[src/pkg/stall_resume_pkg.sv]
// Constants and types for the stall resume handler
// Functional notes
// - Retry reprocesses stalled transaction, abort select ignored
// - Terminate: zero-fill success or abort per select
// - Termination model flag forces abort on terminate
// - Stall model unsupported or disabled raises illegal error
// - Secure queue: security select picks stream space
// - Non-secure queue with security select set is illegal
// - Non-secure queue never touches secure stalls
// - Match on stream, security and tag together
// - Unmatched or wrong-stream tag is a no-op
// - Secure and non-secure stream spaces stay separate
// - No substream identifier needed for lookup
// - Retried transactions still obey interconnect ordering
// - Matched stall tag returns to the free pool
// - Duplicate or stale matches may act either way
// - Retry resume leads to retry in finite time
// - Retry sees all invalidations since original arrival
// - Terminate resume completes in finite time
// - Terminate honoured regardless of stage-2 stall setting
package stall_resume_pkg;
  localparam int unsigned SLOTS    = 8;
  localparam int unsigned TAG_W    = 16;
  localparam int unsigned SID_W    = 32;
  localparam int unsigned IDX_W    = 3;
  localparam int unsigned ENTRY_W  = SID_W + 1;

  // Register byte offsets
  localparam logic [7:0] OFS_CONTROL  = 8'h00;
  localparam logic [7:0] OFS_STATUS   = 8'h04;
  localparam logic [7:0] OFS_OCCUPIED = 8'h08;
  localparam logic [7:0] OFS_COUNTS   = 8'h0c;

  // Control field positions
  localparam int unsigned CTL_TERM_MODEL   = 0;
  localparam int unsigned CTL_NS_DISABLE   = 1;
  localparam int unsigned CTL_S_DISABLE    = 2;
  localparam int unsigned CTL_STALL_SUPP   = 3;
  localparam int unsigned CTL_CLR_ILLEGAL  = 8;

  localparam logic [31:0] CONTROL_RESET = 32'h0000_0008;
  localparam logic [1:0]  STALL_MODEL_NONE = 2'h1;
  localparam logic [1:0]  STALL_MODEL_OK   = 2'h0;

  localparam logic [1:0] RESP_OKAY   = 2'h0;
  localparam logic [1:0] RESP_SLVERR = 2'h2;

  // Outcome codes on the completion port
  localparam logic [1:0] OUT_RETRY = 2'h0;
  localparam logic [1:0] OUT_ZERO  = 2'h1;
  localparam logic [1:0] OUT_ABORT = 2'h2;

  typedef enum logic [1:0] {
    ST_IDLE,
    ST_LOOKUP,
    ST_ACT
  } cmd_state_t;
endpackage

[src/design/slot_table.sv]
// Stall tracking slot memory: stream identifier and security per slot
`timescale 1ns/10ps
module slot_table (
  // Clock
  input  wire logic                                       aclk,
  // Write port
  input  wire logic                                       wr_en,
  input  wire logic [stall_resume_pkg::IDX_W-1:0]         wr_idx,
  input  wire logic [stall_resume_pkg::ENTRY_W-1:0]       wr_data,
  // Read port
  input  wire logic [stall_resume_pkg::IDX_W-1:0]         rd_idx,
  output logic      [stall_resume_pkg::ENTRY_W-1:0]       rd_data
);
  logic [stall_resume_pkg::ENTRY_W-1:0] mem [stall_resume_pkg::SLOTS];

  always_ff @(posedge aclk) begin
    if (wr_en) begin
      mem[wr_idx] <= wr_data;
    end
    rd_data <= mem[rd_idx];
  end
endmodule

[src/design/stall_resume_handler.sv]
// Resume command interpreter for stalled client transactions
`timescale 1ns/10ps
module stall_resume_handler (
  // Clock and reset
  input  wire logic                                   aclk,
  input  wire logic                                   aresetn,
  // Register bus
  input  wire logic [7:0]                             s_axi_awaddr,
  input  wire logic                                   s_axi_awvalid,
  output logic                                        s_axi_awready,
  input  wire logic [31:0]                            s_axi_wdata,
  input  wire logic [3:0]                             s_axi_wstrb,
  input  wire logic                                   s_axi_wvalid,
  output logic                                        s_axi_wready,
  output logic [1:0]                                  s_axi_bresp,
  output logic                                        s_axi_bvalid,
  input  wire logic                                   s_axi_bready,
  input  wire logic [7:0]                             s_axi_araddr,
  input  wire logic                                   s_axi_arvalid,
  output logic                                        s_axi_arready,
  output logic [31:0]                                 s_axi_rdata,
  output logic [1:0]                                  s_axi_rresp,
  output logic                                        s_axi_rvalid,
  input  wire logic                                   s_axi_rready,
  // Stall arrival from the translation pipeline
  input  wire logic                                   stall_valid,
  input  wire logic [stall_resume_pkg::SID_W-1:0]     stall_stream_identifier,
  input  wire logic                                   stall_secure,
  output logic                                        stall_ready,
  output logic [stall_resume_pkg::TAG_W-1:0]          stall_tag_out,
  // Resume command from the command queues
  input  wire logic                                   cmd_valid,
  input  wire logic                                   cmd_from_secure_queue,
  input  wire logic [stall_resume_pkg::SID_W-1:0]     cmd_stream_identifier,
  input  wire logic                                   stream_security_select,
  input  wire logic [stall_resume_pkg::TAG_W-1:0]     stall_tag,
  input  wire logic                                   resume_action,
  input  wire logic                                   abort_select,
  output logic                                        cmd_ready,
  output logic                                        illegal_command_error,
  // Completion toward the stalled transaction
  output logic                                        done_valid,
  output logic [stall_resume_pkg::IDX_W-1:0]          done_slot,
  output logic [1:0]                                  done_outcome
);
  typedef struct packed {
    logic                                   awready;
    logic                                   wready;
    logic                                   bvalid;
    logic [1:0]                             bresp;
    logic                                   arready;
    logic                                   rvalid;
    logic [31:0]                            rdata;
    logic [1:0]                             rresp;
    logic                                   aw_got;
    logic                                   w_got;
    logic [7:0]                             awaddr;
    logic [31:0]                            wdata;
    logic [3:0]                             wstrb;
    logic [31:0]                            control;
    logic [stall_resume_pkg::SLOTS-1:0]     busy;
    logic                                   stall_ready;
    logic [stall_resume_pkg::TAG_W-1:0]     tag_out;
    logic                                   cmd_ready;
    logic                                   illegal;
    logic                                   illegal_sticky;
    stall_resume_pkg::cmd_state_t           state;
    logic [stall_resume_pkg::SID_W-1:0]     c_sid;
    logic                                   c_sec;
    logic [stall_resume_pkg::TAG_W-1:0]     c_tag;
    logic                                   c_act;
    logic                                   c_abort;
    logic                                   done_valid;
    logic [stall_resume_pkg::IDX_W-1:0]     done_slot;
    logic [1:0]                             done_outcome;
    logic [15:0]                            retries;
    logic [15:0]                            terms;
  } state_t;

  state_t r;
  state_t next_r;

  // Lowest free slot, one decode per entry
  logic [stall_resume_pkg::SLOTS-1:0] free_onehot;
  logic [stall_resume_pkg::IDX_W-1:0] free_idx;
  logic                               any_free;
  genvar g;
  generate
    for (g = 0; g < stall_resume_pkg::SLOTS; g++) begin : g_free
      if (g == 0) begin : g_first
        assign free_onehot[g] = ~r.busy[g];
      end else begin : g_rest
        assign free_onehot[g] = ~r.busy[g] & (&r.busy[g-1:0]);
      end
    end
  endgenerate

  always_comb begin
    free_idx = '0;
    for (int i = 0; i < stall_resume_pkg::SLOTS; i++) begin
      if (free_onehot[i]) begin
        free_idx = i[stall_resume_pkg::IDX_W-1:0];
      end
    end
  end
  assign any_free = |free_onehot;

  logic [stall_resume_pkg::ENTRY_W-1:0] rd_entry;
  logic                                 tbl_wr;
  logic [stall_resume_pkg::IDX_W-1:0]   tbl_rd_idx;
  logic                                 stall_take;

  assign stall_take = stall_valid & r.stall_ready;
  assign tbl_wr     = stall_take;
  // Tag encodes the slot index directly
  assign tbl_rd_idx = r.c_tag[stall_resume_pkg::IDX_W-1:0];

  slot_table u_slots (
    .aclk    (aclk),
    .wr_en   (tbl_wr),
    .wr_idx  (free_idx),
    .wr_data ({stall_secure, stall_stream_identifier}),
    .rd_idx  (tbl_rd_idx),
    .rd_data (rd_entry)
  );

  logic [1:0] stall_model;
  logic       q_disabled;
  logic       tag_in_range;
  logic       hit;
  logic       cmd_take;

  assign cmd_take = cmd_valid & r.cmd_ready;
  // Stall model reported per issuing queue's security state
  assign q_disabled  = ~r.control[stall_resume_pkg::CTL_STALL_SUPP] |
                       (cmd_from_secure_queue ? r.control[stall_resume_pkg::CTL_S_DISABLE]
                                              : r.control[stall_resume_pkg::CTL_NS_DISABLE]);
  assign stall_model = q_disabled ? stall_resume_pkg::STALL_MODEL_NONE : stall_resume_pkg::STALL_MODEL_OK;
  assign tag_in_range = (r.c_tag[stall_resume_pkg::TAG_W-1:stall_resume_pkg::IDX_W] == '0);
  // Stream, security and tag must all agree; no substream used
  assign hit = tag_in_range & r.busy[tbl_rd_idx] &
               (rd_entry[stall_resume_pkg::SID_W-1:0] == r.c_sid) &
               (rd_entry[stall_resume_pkg::SID_W] == r.c_sec);

  always_comb begin
    next_r = r;
    next_r.done_valid = 1'b0;
    next_r.illegal    = 1'b0;
    next_r.stall_ready = 1'b0;

    // AXI write path; address and data accepted in either order
    if (s_axi_awvalid & r.awready) begin
      next_r.aw_got  = 1'b1;
      next_r.awaddr  = s_axi_awaddr;
      next_r.awready = 1'b0;
    end
    if (s_axi_wvalid & r.wready) begin
      next_r.w_got  = 1'b1;
      next_r.wdata  = s_axi_wdata;
      next_r.wstrb  = s_axi_wstrb;
      next_r.wready = 1'b0;
    end
    if (r.aw_got & r.w_got & ~r.bvalid) begin
      next_r.bvalid = 1'b1;
      next_r.bresp  = stall_resume_pkg::RESP_OKAY;
      if (r.awaddr == stall_resume_pkg::OFS_CONTROL) begin
        for (int b = 0; b < 4; b++) begin
          if (r.wstrb[b]) begin
            next_r.control[b*8 +: 8] = r.wdata[b*8 +: 8];
          end
        end
        // Clear bit is a strobe, never stored
        next_r.control[stall_resume_pkg::CTL_CLR_ILLEGAL] = 1'b0;
        if (r.wstrb[1] & r.wdata[stall_resume_pkg::CTL_CLR_ILLEGAL]) begin
          next_r.illegal_sticky = 1'b0;
        end
      end else if (r.awaddr != stall_resume_pkg::OFS_STATUS &&
                   r.awaddr != stall_resume_pkg::OFS_OCCUPIED &&
                   r.awaddr != stall_resume_pkg::OFS_COUNTS) begin
        next_r.bresp = stall_resume_pkg::RESP_SLVERR;
      end
    end
    if (r.bvalid & s_axi_bready) begin
      next_r.bvalid  = 1'b0;
      next_r.aw_got  = 1'b0;
      next_r.w_got   = 1'b0;
      next_r.awready = 1'b1;
      next_r.wready  = 1'b1;
    end

    // AXI read path
    if (s_axi_arvalid & r.arready) begin
      next_r.arready = 1'b0;
      next_r.rvalid  = 1'b1;
      next_r.rresp   = stall_resume_pkg::RESP_OKAY;
      case (s_axi_araddr)
        stall_resume_pkg::OFS_CONTROL:  next_r.rdata = r.control;
        stall_resume_pkg::OFS_STATUS:   next_r.rdata = {30'h0, ~any_free, r.illegal_sticky};
        stall_resume_pkg::OFS_OCCUPIED: next_r.rdata = {24'h0, r.busy};
        stall_resume_pkg::OFS_COUNTS:   next_r.rdata = {r.terms, r.retries};
        default: begin
          next_r.rdata = 32'h0;
          next_r.rresp = stall_resume_pkg::RESP_SLVERR;
        end
      endcase
    end
    if (r.rvalid & s_axi_rready) begin
      next_r.rvalid  = 1'b0;
      next_r.arready = 1'b1;
    end

    // Stall capture; one cycle ready pulse keeps handshake simple
    if (stall_take) begin
      next_r.busy[free_idx] = 1'b1;
      next_r.tag_out = {{(stall_resume_pkg::TAG_W-stall_resume_pkg::IDX_W){1'b0}}, free_idx};
    end else if (~r.stall_ready & any_free & stall_valid) begin
      next_r.stall_ready = 1'b1;
    end

    // Command sequencing
    case (r.state)
      stall_resume_pkg::ST_IDLE: begin
        if (cmd_take) begin
          next_r.cmd_ready = 1'b0;
          if (stall_model == stall_resume_pkg::STALL_MODEL_NONE) begin
            next_r.illegal = 1'b1;
            next_r.illegal_sticky = 1'b1;
            next_r.cmd_ready = 1'b1;
          end else if (~cmd_from_secure_queue & stream_security_select) begin
            next_r.illegal = 1'b1;
            next_r.illegal_sticky = 1'b1;
            next_r.cmd_ready = 1'b1;
          end else begin
            next_r.c_sid   = cmd_stream_identifier;
            // Non-secure queue only ever addresses non-secure stalls
            next_r.c_sec   = cmd_from_secure_queue & stream_security_select;
            next_r.c_tag   = stall_tag;
            next_r.c_act   = resume_action;
            next_r.c_abort = abort_select;
            next_r.state   = stall_resume_pkg::ST_LOOKUP;
          end
        end
      end
      stall_resume_pkg::ST_LOOKUP: begin
        next_r.state = stall_resume_pkg::ST_ACT;
      end
      stall_resume_pkg::ST_ACT: begin
        next_r.state = stall_resume_pkg::ST_IDLE;
        next_r.cmd_ready = 1'b1;
        // A miss is a silent no-op
        if (hit) begin
          next_r.done_valid = 1'b1;
          next_r.done_slot  = tbl_rd_idx;
          // Slot freed at once; tag reusable
          next_r.busy[tbl_rd_idx] = 1'b0;
          if (r.c_act) begin
            // Pipeline re-runs lookup from scratch on retry
            next_r.done_outcome = stall_resume_pkg::OUT_RETRY;
            next_r.retries = r.retries + 16'h1;
          end else begin
            // Stage-2 stall setting plays no part here
            next_r.done_outcome = (r.c_abort | r.control[stall_resume_pkg::CTL_TERM_MODEL])
                                  ? stall_resume_pkg::OUT_ABORT : stall_resume_pkg::OUT_ZERO;
            next_r.terms = r.terms + 16'h1;
          end
        end
      end
      default: begin
        next_r.state = stall_resume_pkg::ST_IDLE;
      end
    endcase
    // Same-cycle stall capture wins over release of its slot
    if (stall_take) begin
      next_r.busy[free_idx] = 1'b1;
    end
  end

  always_ff @(posedge aclk) begin
    if (!aresetn) begin
      r <= '0;
      r.awready <= 1'b1;
      r.wready  <= 1'b1;
      r.arready <= 1'b1;
      r.cmd_ready <= 1'b1;
      r.control <= stall_resume_pkg::CONTROL_RESET;
      r.state   <= stall_resume_pkg::ST_IDLE;
    end else begin
      r <= next_r;
    end
  end

  assign s_axi_awready = r.awready;
  assign s_axi_wready  = r.wready;
  assign s_axi_bvalid  = r.bvalid;
  assign s_axi_bresp   = r.bresp;
  assign s_axi_arready = r.arready;
  assign s_axi_rvalid  = r.rvalid;
  assign s_axi_rdata   = r.rdata;
  assign s_axi_rresp   = r.rresp;
  assign stall_ready   = r.stall_ready;
  assign stall_tag_out = r.tag_out;
  assign cmd_ready     = r.cmd_ready;
  assign illegal_command_error = r.illegal;
  assign done_valid    = r.done_valid;
  assign done_slot     = r.done_slot;
  assign done_outcome  = r.done_outcome;

  // Checks
  ns_illegal_a: assert property (@(posedge aclk) disable iff (!aresetn)
    (cmd_take && r.state == stall_resume_pkg::ST_IDLE && !cmd_from_secure_queue && stream_security_select)
    |=> illegal_command_error) else $error("ns queue secure select not flagged");
  model_illegal_a: assert property (@(posedge aclk) disable iff (!aresetn)
    (cmd_take && r.state == stall_resume_pkg::ST_IDLE && q_disabled) |=> illegal_command_error)
    else $error("disabled stall model not flagged");
  cmd_bound_a: assert property (@(posedge aclk) disable iff (!aresetn)
    (r.state == stall_resume_pkg::ST_LOOKUP) |-> ##2 cmd_ready) else $error("command not finished");
  retry_out_a: assert property (@(posedge aclk) disable iff (!aresetn)
    (r.state == stall_resume_pkg::ST_ACT && hit && r.c_act) |=>
    (done_valid && done_outcome == stall_resume_pkg::OUT_RETRY)) else $error("retry outcome wrong");
  term_out_a: assert property (@(posedge aclk) disable iff (!aresetn)
    (r.state == stall_resume_pkg::ST_ACT && hit && !r.c_act && !r.c_abort &&
     !r.control[stall_resume_pkg::CTL_TERM_MODEL]) |=> (done_outcome == stall_resume_pkg::OUT_ZERO))
    else $error("zero completion wrong");
  term_model_a: assert property (@(posedge aclk) disable iff (!aresetn)
    (r.state == stall_resume_pkg::ST_ACT && hit && !r.c_act && r.control[stall_resume_pkg::CTL_TERM_MODEL])
    |=> (done_outcome == stall_resume_pkg::OUT_ABORT)) else $error("term model not forcing abort");
  miss_noop_a: assert property (@(posedge aclk) disable iff (!aresetn)
    (r.state == stall_resume_pkg::ST_ACT && !hit) |=> !done_valid) else $error("miss affected a slot");
  tag_free_a: assert property (@(posedge aclk) disable iff (!aresetn)
    (r.state == stall_resume_pkg::ST_ACT && hit && !(stall_take && free_idx == tbl_rd_idx))
    |=> !r.busy[$past(tbl_rd_idx)]) else $error("tag not released");
  // Refused commands leave the old security bit behind, so only a lookup counts
  ns_secure_a: assert property (@(posedge aclk) disable iff (!aresetn)
    (cmd_take && r.state == stall_resume_pkg::ST_IDLE && !cmd_from_secure_queue)
    |=> (r.state != stall_resume_pkg::ST_LOOKUP || !r.c_sec))
    else $error("ns command reached secure space");
  cov_retry_c: cover property (@(posedge aclk) done_valid && done_outcome == stall_resume_pkg::OUT_RETRY);
  cov_abort_c: cover property (@(posedge aclk) done_valid && done_outcome == stall_resume_pkg::OUT_ABORT);
  cov_zero_c:  cover property (@(posedge aclk) done_valid && done_outcome == stall_resume_pkg::OUT_ZERO);
  cov_ill_c:   cover property (@(posedge aclk) illegal_command_error);
endmodule

[config.mk]
export PLATFORM = sky130hd
export DESIGN_NAME = stall_resume_handler
export DESIGN_NICKNAME = d
export VERILOG_FILES = /design/src/pkg/stall_resume_pkg.sv /design/src/design/slot_table.sv /design/src/design/stall_resume_handler.sv
export SDC_FILE = /design/constraint.sdc
export NUM_CORES = 1
export LEC_CHECK = 0
export BUFFER_PORTS_ARGS = -buffer_cell sky130_fd_sc_hd__buf_2
export CORE_MARGIN = 4
export CORE_UTILIZATION = 63
export DETAILED_ROUTE_END_ITERATION = 16
export PLACE_DENSITY = 0.85
export REMOVE_ABC_BUFFERS = 1
export SLEW_MARGIN = 5
export SYNTH_ARGS = -nofsm -noshare
export SYNTH_HDL_FRONTEND = slang
export SYNTH_HIERARCHICAL = 1
export SYNTH_SLANG_ARGS = --single-unit
[constraint.sdc]
create_clock -name aclk -period 8.2 [get_ports aclk]
set_clock_uncertainty 0.15 [all_clocks]
set_input_delay 1.64 -clock aclk [delete_from_list [all_inputs] [get_ports aclk]]
set_output_delay 1.64 -clock aclk [all_outputs]
set_load 0.05 [all_outputs]
== Word level (Yosys, flattened, before mapping) ==
Memory sizes are Yosys's and may differ from the RTL's. A register that Yosys moved wholly into a read port is not among the register bits.
Cells that the tools add are included.

* Register bits: 224
* RAM bits: 264
* Input port bits: 146
* Output and inout port bits: 66
* Logic and storage cells: 176
* Memories kept: 1

{| class="wikitable"
|+ Memories
! name !! depth !! width !! rd ports !! clocked after Yosys merged registers in !! write ports !! RTL line !! RTL
|-
| u_slots.mem || 8 || 33 || 1 || 1 || 1 || slot_table.sv:14 || <nowiki>logic [stall_resume_pkg::ENTRY_W-1:0] mem [stall_resume_pkg::SLOTS];</nowiki>
|}

* $add $sub $neg: 2
* Magnitude comparators: 4
* Equality and inequality tests: 14
* Multiplexer cells: 42
* Bitwise gates (word level): 47
* Reduce and logical (&&, ||, !) cells: 32

{| class="wikitable"
|+ Operators by type and width
! operator !! count
|-
| case mux 32 bit (4 select lines) || 1
|-
| 2-to-1 mux 53 bit || 2
|-
| 2-to-1 mux 56 bit || 1
|-
| 2-to-1 mux 38 bit || 1
|-
| adder 16 x 1 -> 16 bit (second input constant) || 2
|-
| equality test 32 bit || 1
|-
| 2-to-1 mux 16 bit || 2
|-
| 2-to-1 mux 8 bit || 4
|-
| AND reduction 3 bit || 9
|-
| AND 1 bit || 24
|-
| 2-to-1 mux 3 bit || 7
|-
| inverter 1 bit || 17
|-
| equality test 8 x 4 -> 1 bit (second input constant) || 2
|-
| zero test 8 bit || 2
|-
| inequality test 8 x 4 -> 1 bit (second input constant) || 2
|-
| bitwise OR 8 bit || 2
|-
| zero test 13 bit || 1
|-
| 2-to-1 mux 1 bit || 13
|-
| 2-to-1 mux 2 bit || 6
|-
| AND 8 bit || 1
|-
| equality test 8 x 3 -> 1 bit (second input constant) || 1
|-
| less-than comparator 3 x 4 -> 1 bit (second input constant) || 2
|-
| inequality test 8 x 3 -> 1 bit (second input constant) || 1
|-
| inverter 8 bit || 1
|-
| 22 further kinds || 36
|}

== Depth between registers and ports, before layout ==
Gate-level depths: netlist of run 1.

* Depth in word-level cells: 20
* Mapped depth: 9
* Gate-level depth less buffers: 7

== Hierarchy ==
Netlist of run 1, hierarchy kept.

{| class="wikitable"
|+ By module, submodules not included
! module !! times used !! cells each !! area each (µm²) !! sequential area each (µm²)
|-
| slot_table || 1 || 427 || 10,640.2 || 8,588.2
|-
| stall_resume_handler || 1 || 1,210 || 9,689.3 || 4,444.3
|}

== Worst setup path before layout of run 1 ==
No wires, ideal clock.

* Path type: input port to flip-flop
* Start: input stall_valid
* End: memory u_slots/mem[4][0] (netlist name), enable pin
* Setup time: 0.464 ns
* Arrival time: 4.302 ns
* Data required time: 7.586 ns
* Path slack: 3.283 ns
* Cell stages on the path: 4
* Path buffers: 0
* Cell sequence: nand2_1 inv_2 nand2_1 nor3_1

* Cells in the longest elaborated chain, start to end: 3

{| class="wikitable"
|+ Ends and longest elaborated chain
! item !! RTL line !! RTL
|-
| from (decl) || stall_resume_handler.sv:26 || <nowiki>input wire logic stall_valid,</nowiki>
|-
| AND 1 bit || stall_resume_handler.sv:113 || <nowiki>assign stall_take = stall_valid & r.stall_ready;</nowiki>
|-
| net stall_take || stall_resume_handler.sv:111 || <nowiki>logic stall_take;</nowiki>
|-
| 2-to-1 mux 1 bit || slot_table.sv:17 || <nowiki>if (wr_en) begin</nowiki>
|-
| 2-to-1 mux 1 bit (implied by the code) || slot_table.sv:18 || <nowiki>mem[wr_idx] <= wr_data;</nowiki>
|-
| to (decl) || slot_table.sv:14 ||
|}

The timed path passes the listed nets, and every way through them passes these cells.

== Worst setup path in the final report of run 1 ==
* Start: input s_axi_arvalid
* End: register r, in the netlist s_axi_rdata[7]

* Cells in the longest elaborated chain, start to end: 1

{| class="wikitable"
|+ Ends and longest elaborated chain
! item !! RTL line !! RTL
|-
| from (decl) || stall_resume_handler.sv:19 || <nowiki>input wire logic s_axi_arvalid,</nowiki>
|-
| AND 1 bit || stall_resume_handler.sv:192 || <nowiki>if (s_axi_arvalid & r.arready) begin</nowiki>
|-
| to (signal assigned) || stall_resume_handler.sv:288 || <nowiki>r <= next_r;</nowiki>
|-
| to (decl) || stall_resume_handler.sv:80 || <nowiki>state_t r;</nowiki>
|}

Every way passes these cells.
A chain may end at the register's enable or synchronous reset.

==> reports/qor.yml, run 1 <==
status:
  status: "completed"
timing:
  worstMarginPinSlew_ns: 1.260
  slew_violations: 0
  slew_headroom: 0.1589
  finalHoldViolCount: 0
  final.setup.tns_ns: 0
  fin_crit_ns: 3.743
  post-route-period-util: 0.4565
  setup_viol_count_final: 0
  fmax_ghz: 0.2671
  rsz0062_at_grt: "false"
floorplanning:
  fp.dieH_um: 187.6
  top_level_ports: 212
  die_width_um: 187.6
  rows: 65
  start_util: 0.6409
  core_area_um2: 31720
  die_area_um2: 35210
clock_tree:
  numCtsBuffers: 50
  clk_pin_slew_ns: 0.06
  cts_hold_buf: 0
  clockRootBuffer: "clkbuf_16"
  cts_buffer_depth: 3
  cts_resized: 0
  clk_latency_ns: 0.56
  cts_tree: "yes"
  cts.sinks: 519
  htree_levels: 2
  post_cts_buffers: 0
run:
  maxCapViolCount: 0
drt:
  wirelength_mm: 47.20
  ant_nets: 0
  drc: 0
  vias: 13550
  first_iter_violations: 1395
  wire_per_inst_um: 21.42
  first_pass_iters: 6
  viasPerCell: 6.152
finish:
  multiInputGateArea_um2: 6515
  area_growth_syn_to_layout_pct: 12.16
  num-fill-cells: 2028
  drive_gt1_frac: 0.2262
  final_util: 0.7189
  num-nets-final: 1913
  regArea_um2: 13040
power:
  clkPwrFrac: 0.409
  p_switching_mw: 1.175
  p_per_area_nw_per_um2: 234.5
  total_power_mw: 5.346
  pwr-share-comb: 0.062
  p_leak_nw: 7.880
  p_int_mw: 4.171
  seq_power_share: 0.529
  switching_share: 0.2198
  peakVddDrop_v: 0.0002225
worst_setup_path:
  path_cells: "buf_2 -> nand2_1 -> nor2_2 -> nand2_1 -> a21oi_1"
  crit_top_cell: "nand2_1"
  crit_family: "simple AND/OR/NAND/NOR gates"
  cp_max_fo: 34
  required_ns: 8.52
  cp_slowest_cell: "nor2_2"
  crit_path_start_kind: "input port"
  cp_slowest_stage_delay_ns: 1.26
  crit_path_end_kind: "flip-flop"
  crit_buf_inv: 1
  arrival_ns: 4.07
  path_class: "input port to flip-flop"
synth:
  synth-main-ff-cell: "edfxtp_1"
  synth_top_family_by_area: "simple AND/OR/NAND/NOR gates"
  synth_mux_area_frac: 0.1017
  synth_area_um2: 20330
  synth_edf_count: 264
  synth.top_cell.area_share: 0.3900
  syn_inst: 1637
  synth_xor_area_frac: 0.01422
  synth_most_common_cell: "nand2_1"
  synth_adder_area_share: 0.001231
  synth_area_leaders: "edfxtp_1 39%, dfxtp_1 25%, mux4_2 7.1%, nand2_1 5.8%, a21oi_1 4.9%"
  synth_warnings: 6
  synth-seq-cells: 519
  yosysUniqueCellTypes: 58
  yosysTopAreaCell: "edfxtp_1"
  synthArstFlopShare: 0
  yosys-top-cells-count: "315 x nand2_1, 264 x edfxtp_1, 255 x dfxtp_1"
  yosysSeqAreaShare: 0.6411
  synth_area_per_cell_um2: 12.42
  synth_compound_gate_area_share: 0.08235
  yosys.area_share.simple: 0.1151
grt:
  grt.total_usage: 0.2621
  gr-total-overflow: 0
  grt_pass1_vias: 13340
  antenna_found_initial: 2
  grt_pass1_wl_mm: 73.62
  grt_max_degree: 126
place:
  portBuffers: 196
  gp_congestion: 0.8875
  hpwl_mm: 29.03
min_path:
  hp-class: "flip-flop to flip-flop"
-- power by group through the flow --
stage | logic, mW | clock network, mW | registers [mW]
floorplan | 0.187 | 0 | 2.89
global placement | 0.312 | 0 | 2.88
detailed placement | 0.324 | 0 | 2.88
CTS | 0.329 | 2.21 | 2.83
global route | 0.357 | 2.33 | 2.84
finish | 0.329 | 2.19 | 2.83
-- state kept, by name, indices dropped and copies added (netlist names) --
signal and flops:
s_axi_awready 1, done_slot 3, s_axi_bvalid 1, s_axi_bresp 1
r 171, s_axi_arready 1, s_axi_rvalid 1, cmd_ready 1
s_axi_rresp 1, s_axi_wready 1, done_valid 1, u_slots/mem 264
illegal_command_error 1, stall_tag_out 3, s_axi_rdata 32, done_outcome 2
u_slots/rd_data 33, stall_ready 1
-- cell usage in the layout, fill, tap and decap left out, drive strengths merged, types with 25 or more instances in the layout --
master,n
nand3,57
or4,25
a21oi,201
mux4,70
buf,214
nand2,315
a22o,29
nor2,30
clkbuf,73
dfxtp,255
mux2,39
edfxtp,264
-- per-layer routing --
metal  vias up  track usage  routed length [um]
met5         -            0                  13
met4         2      0.06268                1111
met3        86      0.04765                3851
met2       632       0.4534               23780
met1      6659       0.3493               18440
li1       6174            -                   -
-- per-stage QoR --
stage	hold slack, ns	worst slack (ns)	area, um2	instances
final	0.2978	4.457	22800	2203
after global routing	0.3155	4.270	22800	2201
after CTS	0.3021	4.527	22790	2201
after detailed placement	0.2940	3.992	21240	2115
after global placement	0.2788	4.181	21240	2115
after floorplan	0.2860	1.749	19550	1499
-- worst paths after layout --
path | startpoint | to | slack (ns) | depth (start not counted)
worst max-delay path | s_axi_arvalid | s_axi_rdata[7] | 4.46 | 5
worst min-delay path | stall_ready | stall_ready | 0.30 | 1
worst max register to register | r[40] | r[10] | 5.05 | 7
worst min register to register | stall_ready | stall_ready | 0.30 | 1
-- cell families (layout without fill, tap and decap cells) --
| kind of cell | after synthesis | after routing |
|---|---|---|
| flops | 519 | 519 |
| simple gates | 513 | 513 |
| compound gates | 289 | 289 |
| buf+inv | 168 | 316 |
| mux | 112 | 112 |
| xor+xnor | 33 | 33 |
| fa+ha+maj | 2 | 2 |
| other cells | 1 | 17 |
-- worst register-to-register path: stages (launching register included) --
cell and delay (ns):
dfxtp_4 0.84, mux4_2 0.65, nand2_1 0.12, a21boi_1 0.27
nand4b_1 0.15, buf_4 0.52, or4_1 0.24, a21oi_1 0.07
-- area by class of cell --
class | count | area share
tap | 402 | 0.02206
multi-input combinational | 964 | 0.2857
inverter | 16 | 0.002853
sequential | 519 | 0.5718
clock buffer | 73 | 0.06223
clock inverter | 13 | 0.006146
antenna | 2 | 0.0002195
timing repair buffer | 214 | 0.04895
(Power assumes the default switching activity.)
==> run 2, diff against run 1 <==
ABC_AREA = 1   (was not set)
CORE_UTILIZATION = 54   (was 63)
PLACE_DENSITY = 0.76   (was 0.85)
clock period = 3.3 ns   (was 8.2 ns; I/O delays follow)
==> reports/qor.yml, run 2 <==
place:
  portBuffers: 196  # unchanged
  dp_slack_ns: 0.2808  # -3.711 ns
  gp_congestion: 0.9484  # +6.9%
  hpwl_mm: 39.77  # +37%
timing:
  worstMarginPinSlew_ns: 0.9014  # -0.3589 ns
  fin_ws_ns: 0.6631  # -3.793 ns
  slew_violations: 0  # unchanged
  post-route-period-util: 0.7991
  rsz0062_at_grt: "false"
  final.setup.tns_ns: 0  # unchanged
  fin_crit_ns: 2.637
  setup_viol_count_final: 0  # unchanged
  fmax_ghz: 0.3792
  slew_headroom: 0.3991  # +0.2401
  finalHoldViolCount: 0  # unchanged
grt:
  grt_pass1_vias: 17530  # +31%
  grt_pass1_wl_mm: 92.53  # +26%
  grt.total_usage: 0.2574  # -0.004654
  grt_max_degree: 145  # +15%
  gr-total-overflow: 0  # unchanged
  antenna_found_initial: 3  # +1
synth:
  synth-seq-cells: 519  # unchanged
  synthArstFlopShare: 0  # unchanged
  synth_area_per_cell_um2: 8.275  # -33%
  synth_edf_count: 264  # unchanged
  synth.top_cell.area_share: 0.3469  # -0.04308
  synth_most_common_cell: "nand2_1"
  yosysTopAreaCell: "edfxtp_1"
  synth-main-ff-cell: "edfxtp_1"
  yosysSeqAreaShare: 0.5702  # -0.07082
  synth_area_leaders: "edfxtp_1 35%, dfxtp_1 22%, nand2_1 13%, inv_1 7.3%, nand3_1 4.1%"
  yosys-top-cells-count: "787 x nand2_1, 446 x inv_1, 264 x edfxtp_1"
  synth_warnings: 6  # unchanged
  syn_inst: 2762  # +69%
  yosysUniqueCellTypes: 46  # -21%
  synth_area_um2: 22850  # +12%
finish:
  num-fill-cells: 3430  # +69%
  num-nets-final: 3035  # +59%
  largest_reg_flops: 264  # unchanged
  top_register: "u_slots/mem"
  area_growth_syn_to_layout_pct: 12.74
  mostFrequentLayoutCells: "787 x nand2_1, 445 x inv_1, 264 x edfxtp_1, 253 x dfxtp_1, 202 x nor2_1"
  reg_top3: "u_slots/mem: 264 flops, r: 171 flops, u_slots/rd_data: 33 flops"
  layout_commonest_cell: "nand2_1"
  drive_gt1_frac: 0.1135  # -0.1128
clock_tree:
  cts_hold_buf: 0  # unchanged
  cts_resized: 0  # unchanged
  cts_buffer_depth: 3  # unchanged
  post_cts_buffers: 0  # unchanged
  htree_levels: 2  # unchanged
  clockRootBuffer: "clkbuf_16"
  cts.sinks: 519  # unchanged
  cts_tree: "yes"
  clk_latency_ns: 0.60  # +0.04 ns
  numCtsBuffers: 54  # +8.0%
  clk_pin_slew_ns: 0.06  # about the same
floorplanning:
  die_area_um2: 45680  # +30%
  rows: 75  # +15%
  fp.dieH_um: 213.7  # +14%
  start_util: 0.5461  # -0.09488
  top_level_ports: 212  # unchanged
  core_area_um2: 41850  # +32%
  die_width_um: 213.7  # +14%
worst_setup_path:
  crit_family: "simple AND/OR/NAND/NOR gates"
  required_ns: 3.42  # -5.10 ns
  path_class: "flip-flop to flip-flop"
  cp_max_fo: 33  # -2.9%
  r2r-start: "r[113]"
  cp_slowest_cell: "dfxtp_1"
  crit_path_start_kind: "flip-flop"
  crit_path_end_kind: "flip-flop"
  crit_path_start: "r[113]"
  crit_buf_inv: 2  # +1
  cp_slowest_stage_delay_ns: 0.42  # -0.84 ns
  arrival_ns: 2.76  # -1.31 ns
  path_cells: "a21oi_2 -> nor2_1 -> nand2_1 -> a21oi_1 -> inv_1 -> o21ai_1 -> nand2_1 -> nor2_4 -> buf_12"
  crit_top_cell: "nand2_1"
min_path:
  hp-start: "s_axi_rready"
  hp-class: "input port to flip-flop"
drt:
  drc: 0  # unchanged
  ant_nets: 0  # unchanged
  wire_per_inst_um: 17.36  # -19%
  vias: 18320  # +35%
  wirelength_mm: 60.22  # +28%
  first_pass_iters: 6  # unchanged
  first_iter_violations: 1820  # +30%
  viasPerCell: 5.282  # -14%
status:
  status: "completed"
power:
  p_leak_nw: 11.38  # +44%
  p_per_area_nw_per_um2: 576.3  # +150%
  peakVddDrop_v: 0.0004872  # +120%
run:
  maxCapViolCount: 0  # unchanged
==> run 2: changes by cell type in the layout (fill, tap and decap cells not counted), sizes merged, moves of 14 or more <==
cell / previous run / this run
a22o: 29 / 3
o21ai: 17 / 152
nand2: 315 / 787
mux2: 39 / 0
inv: 17 / 453
a21oi: 201 / 161
or4: 25 / 0
nor2: 30 / 212
nor4: 18 / 4
o31ai: 22 / 1
clkinv: 9 / 24
nand3: 57 / 187
mux4: 70 / 0
==> run 2: power by group <==
part	internal [mW]	leakage (nW)	switching, mW	total, mW
Sequential	7.00	4.47	0.146	7.15
Clock	3.50	0.846	2.49	5.99
Combinational	0.504	6.07	1.21	1.71
==> run 2: metrics by stage <==
stage	hold WS (ns)	area (um2)	utilization	power (mW)	instances
final	0.1413	25770	0.6156	14.85	3469
after global routing	0.1642	25760	0.6155	15.42	3466
after global placement	0.2853	24020	0.5740	8.922	3370
after CTS	0.1143	25760	0.6154	14.92	3465
after floorplan	0.2725	21930	-	8.303	2607
after detailed placement	0.2961	24020	0.5740	8.960	3370
==> run 2: layout make-up <==
type / instances / area, um2 / share of cell area
Antenna cell: 4 / 10.01 / 0.0003885
Clock buffer: 69 / 1458 / 0.05657
Clock inverter: 26 / 275.3 / 0.01068
Inverter: 458 / 1720 / 0.06677
Multi-Input combinational cell: 1630 / 7234 / 0.2808
Sequential cell: 519 / 13040 / 0.5060
Tap cell: 539 / 674.4 / 0.02617
Timing Repair Buffer: 224 / 1356 / 0.05264
==> run 2: final timing paths <==
check / endpoint / slack [ns] / cells past startpoint
max: u_slots/mem[4][9] / 0.66 / 9
min reg2reg: r[149] / 0.30 / 2
max reg2reg: u_slots/mem[4][9] / 0.66 / 9
min: s_axi_arready / 0.14 / 3
==> run 2: per-layer routing <==
layer | vias up | share of wire | track usage
met1 | 8530 | 0.42 | 0.3534
met2 | 738 | 0.46 | 0.4115
li1 | 8928 | - | -
met3 | 127 | 0.087 | 0.05369
met4 | 0 | 0.029 | 0.08894
met5 | - | 0 | 0
==> run 2: kinds of logic (layout without fill, tap and decap cells) <==
kind of cell / after synthesis / after routing / share of synthesized area
AOI/OAI and AO/OA: 348 / 348 / 0.08004
DFF: 519 / 519 / 0.5702
buffers and inverters: 627 / 777 / 0.1181
and+or+nand+nor: 1246 / 1246 / 0.2230
adders and majority gates: 2 / 2 / 0.001095
other: 1 / 19 / 0.0001641
xor gates and xnor gates: 19 / 19 / 0.007281
==> run 2: worst min-delay path: stages <==
cell and delay, ns:
buf_2 0.08, a21oi_1 0.07, nand2_1 0.06
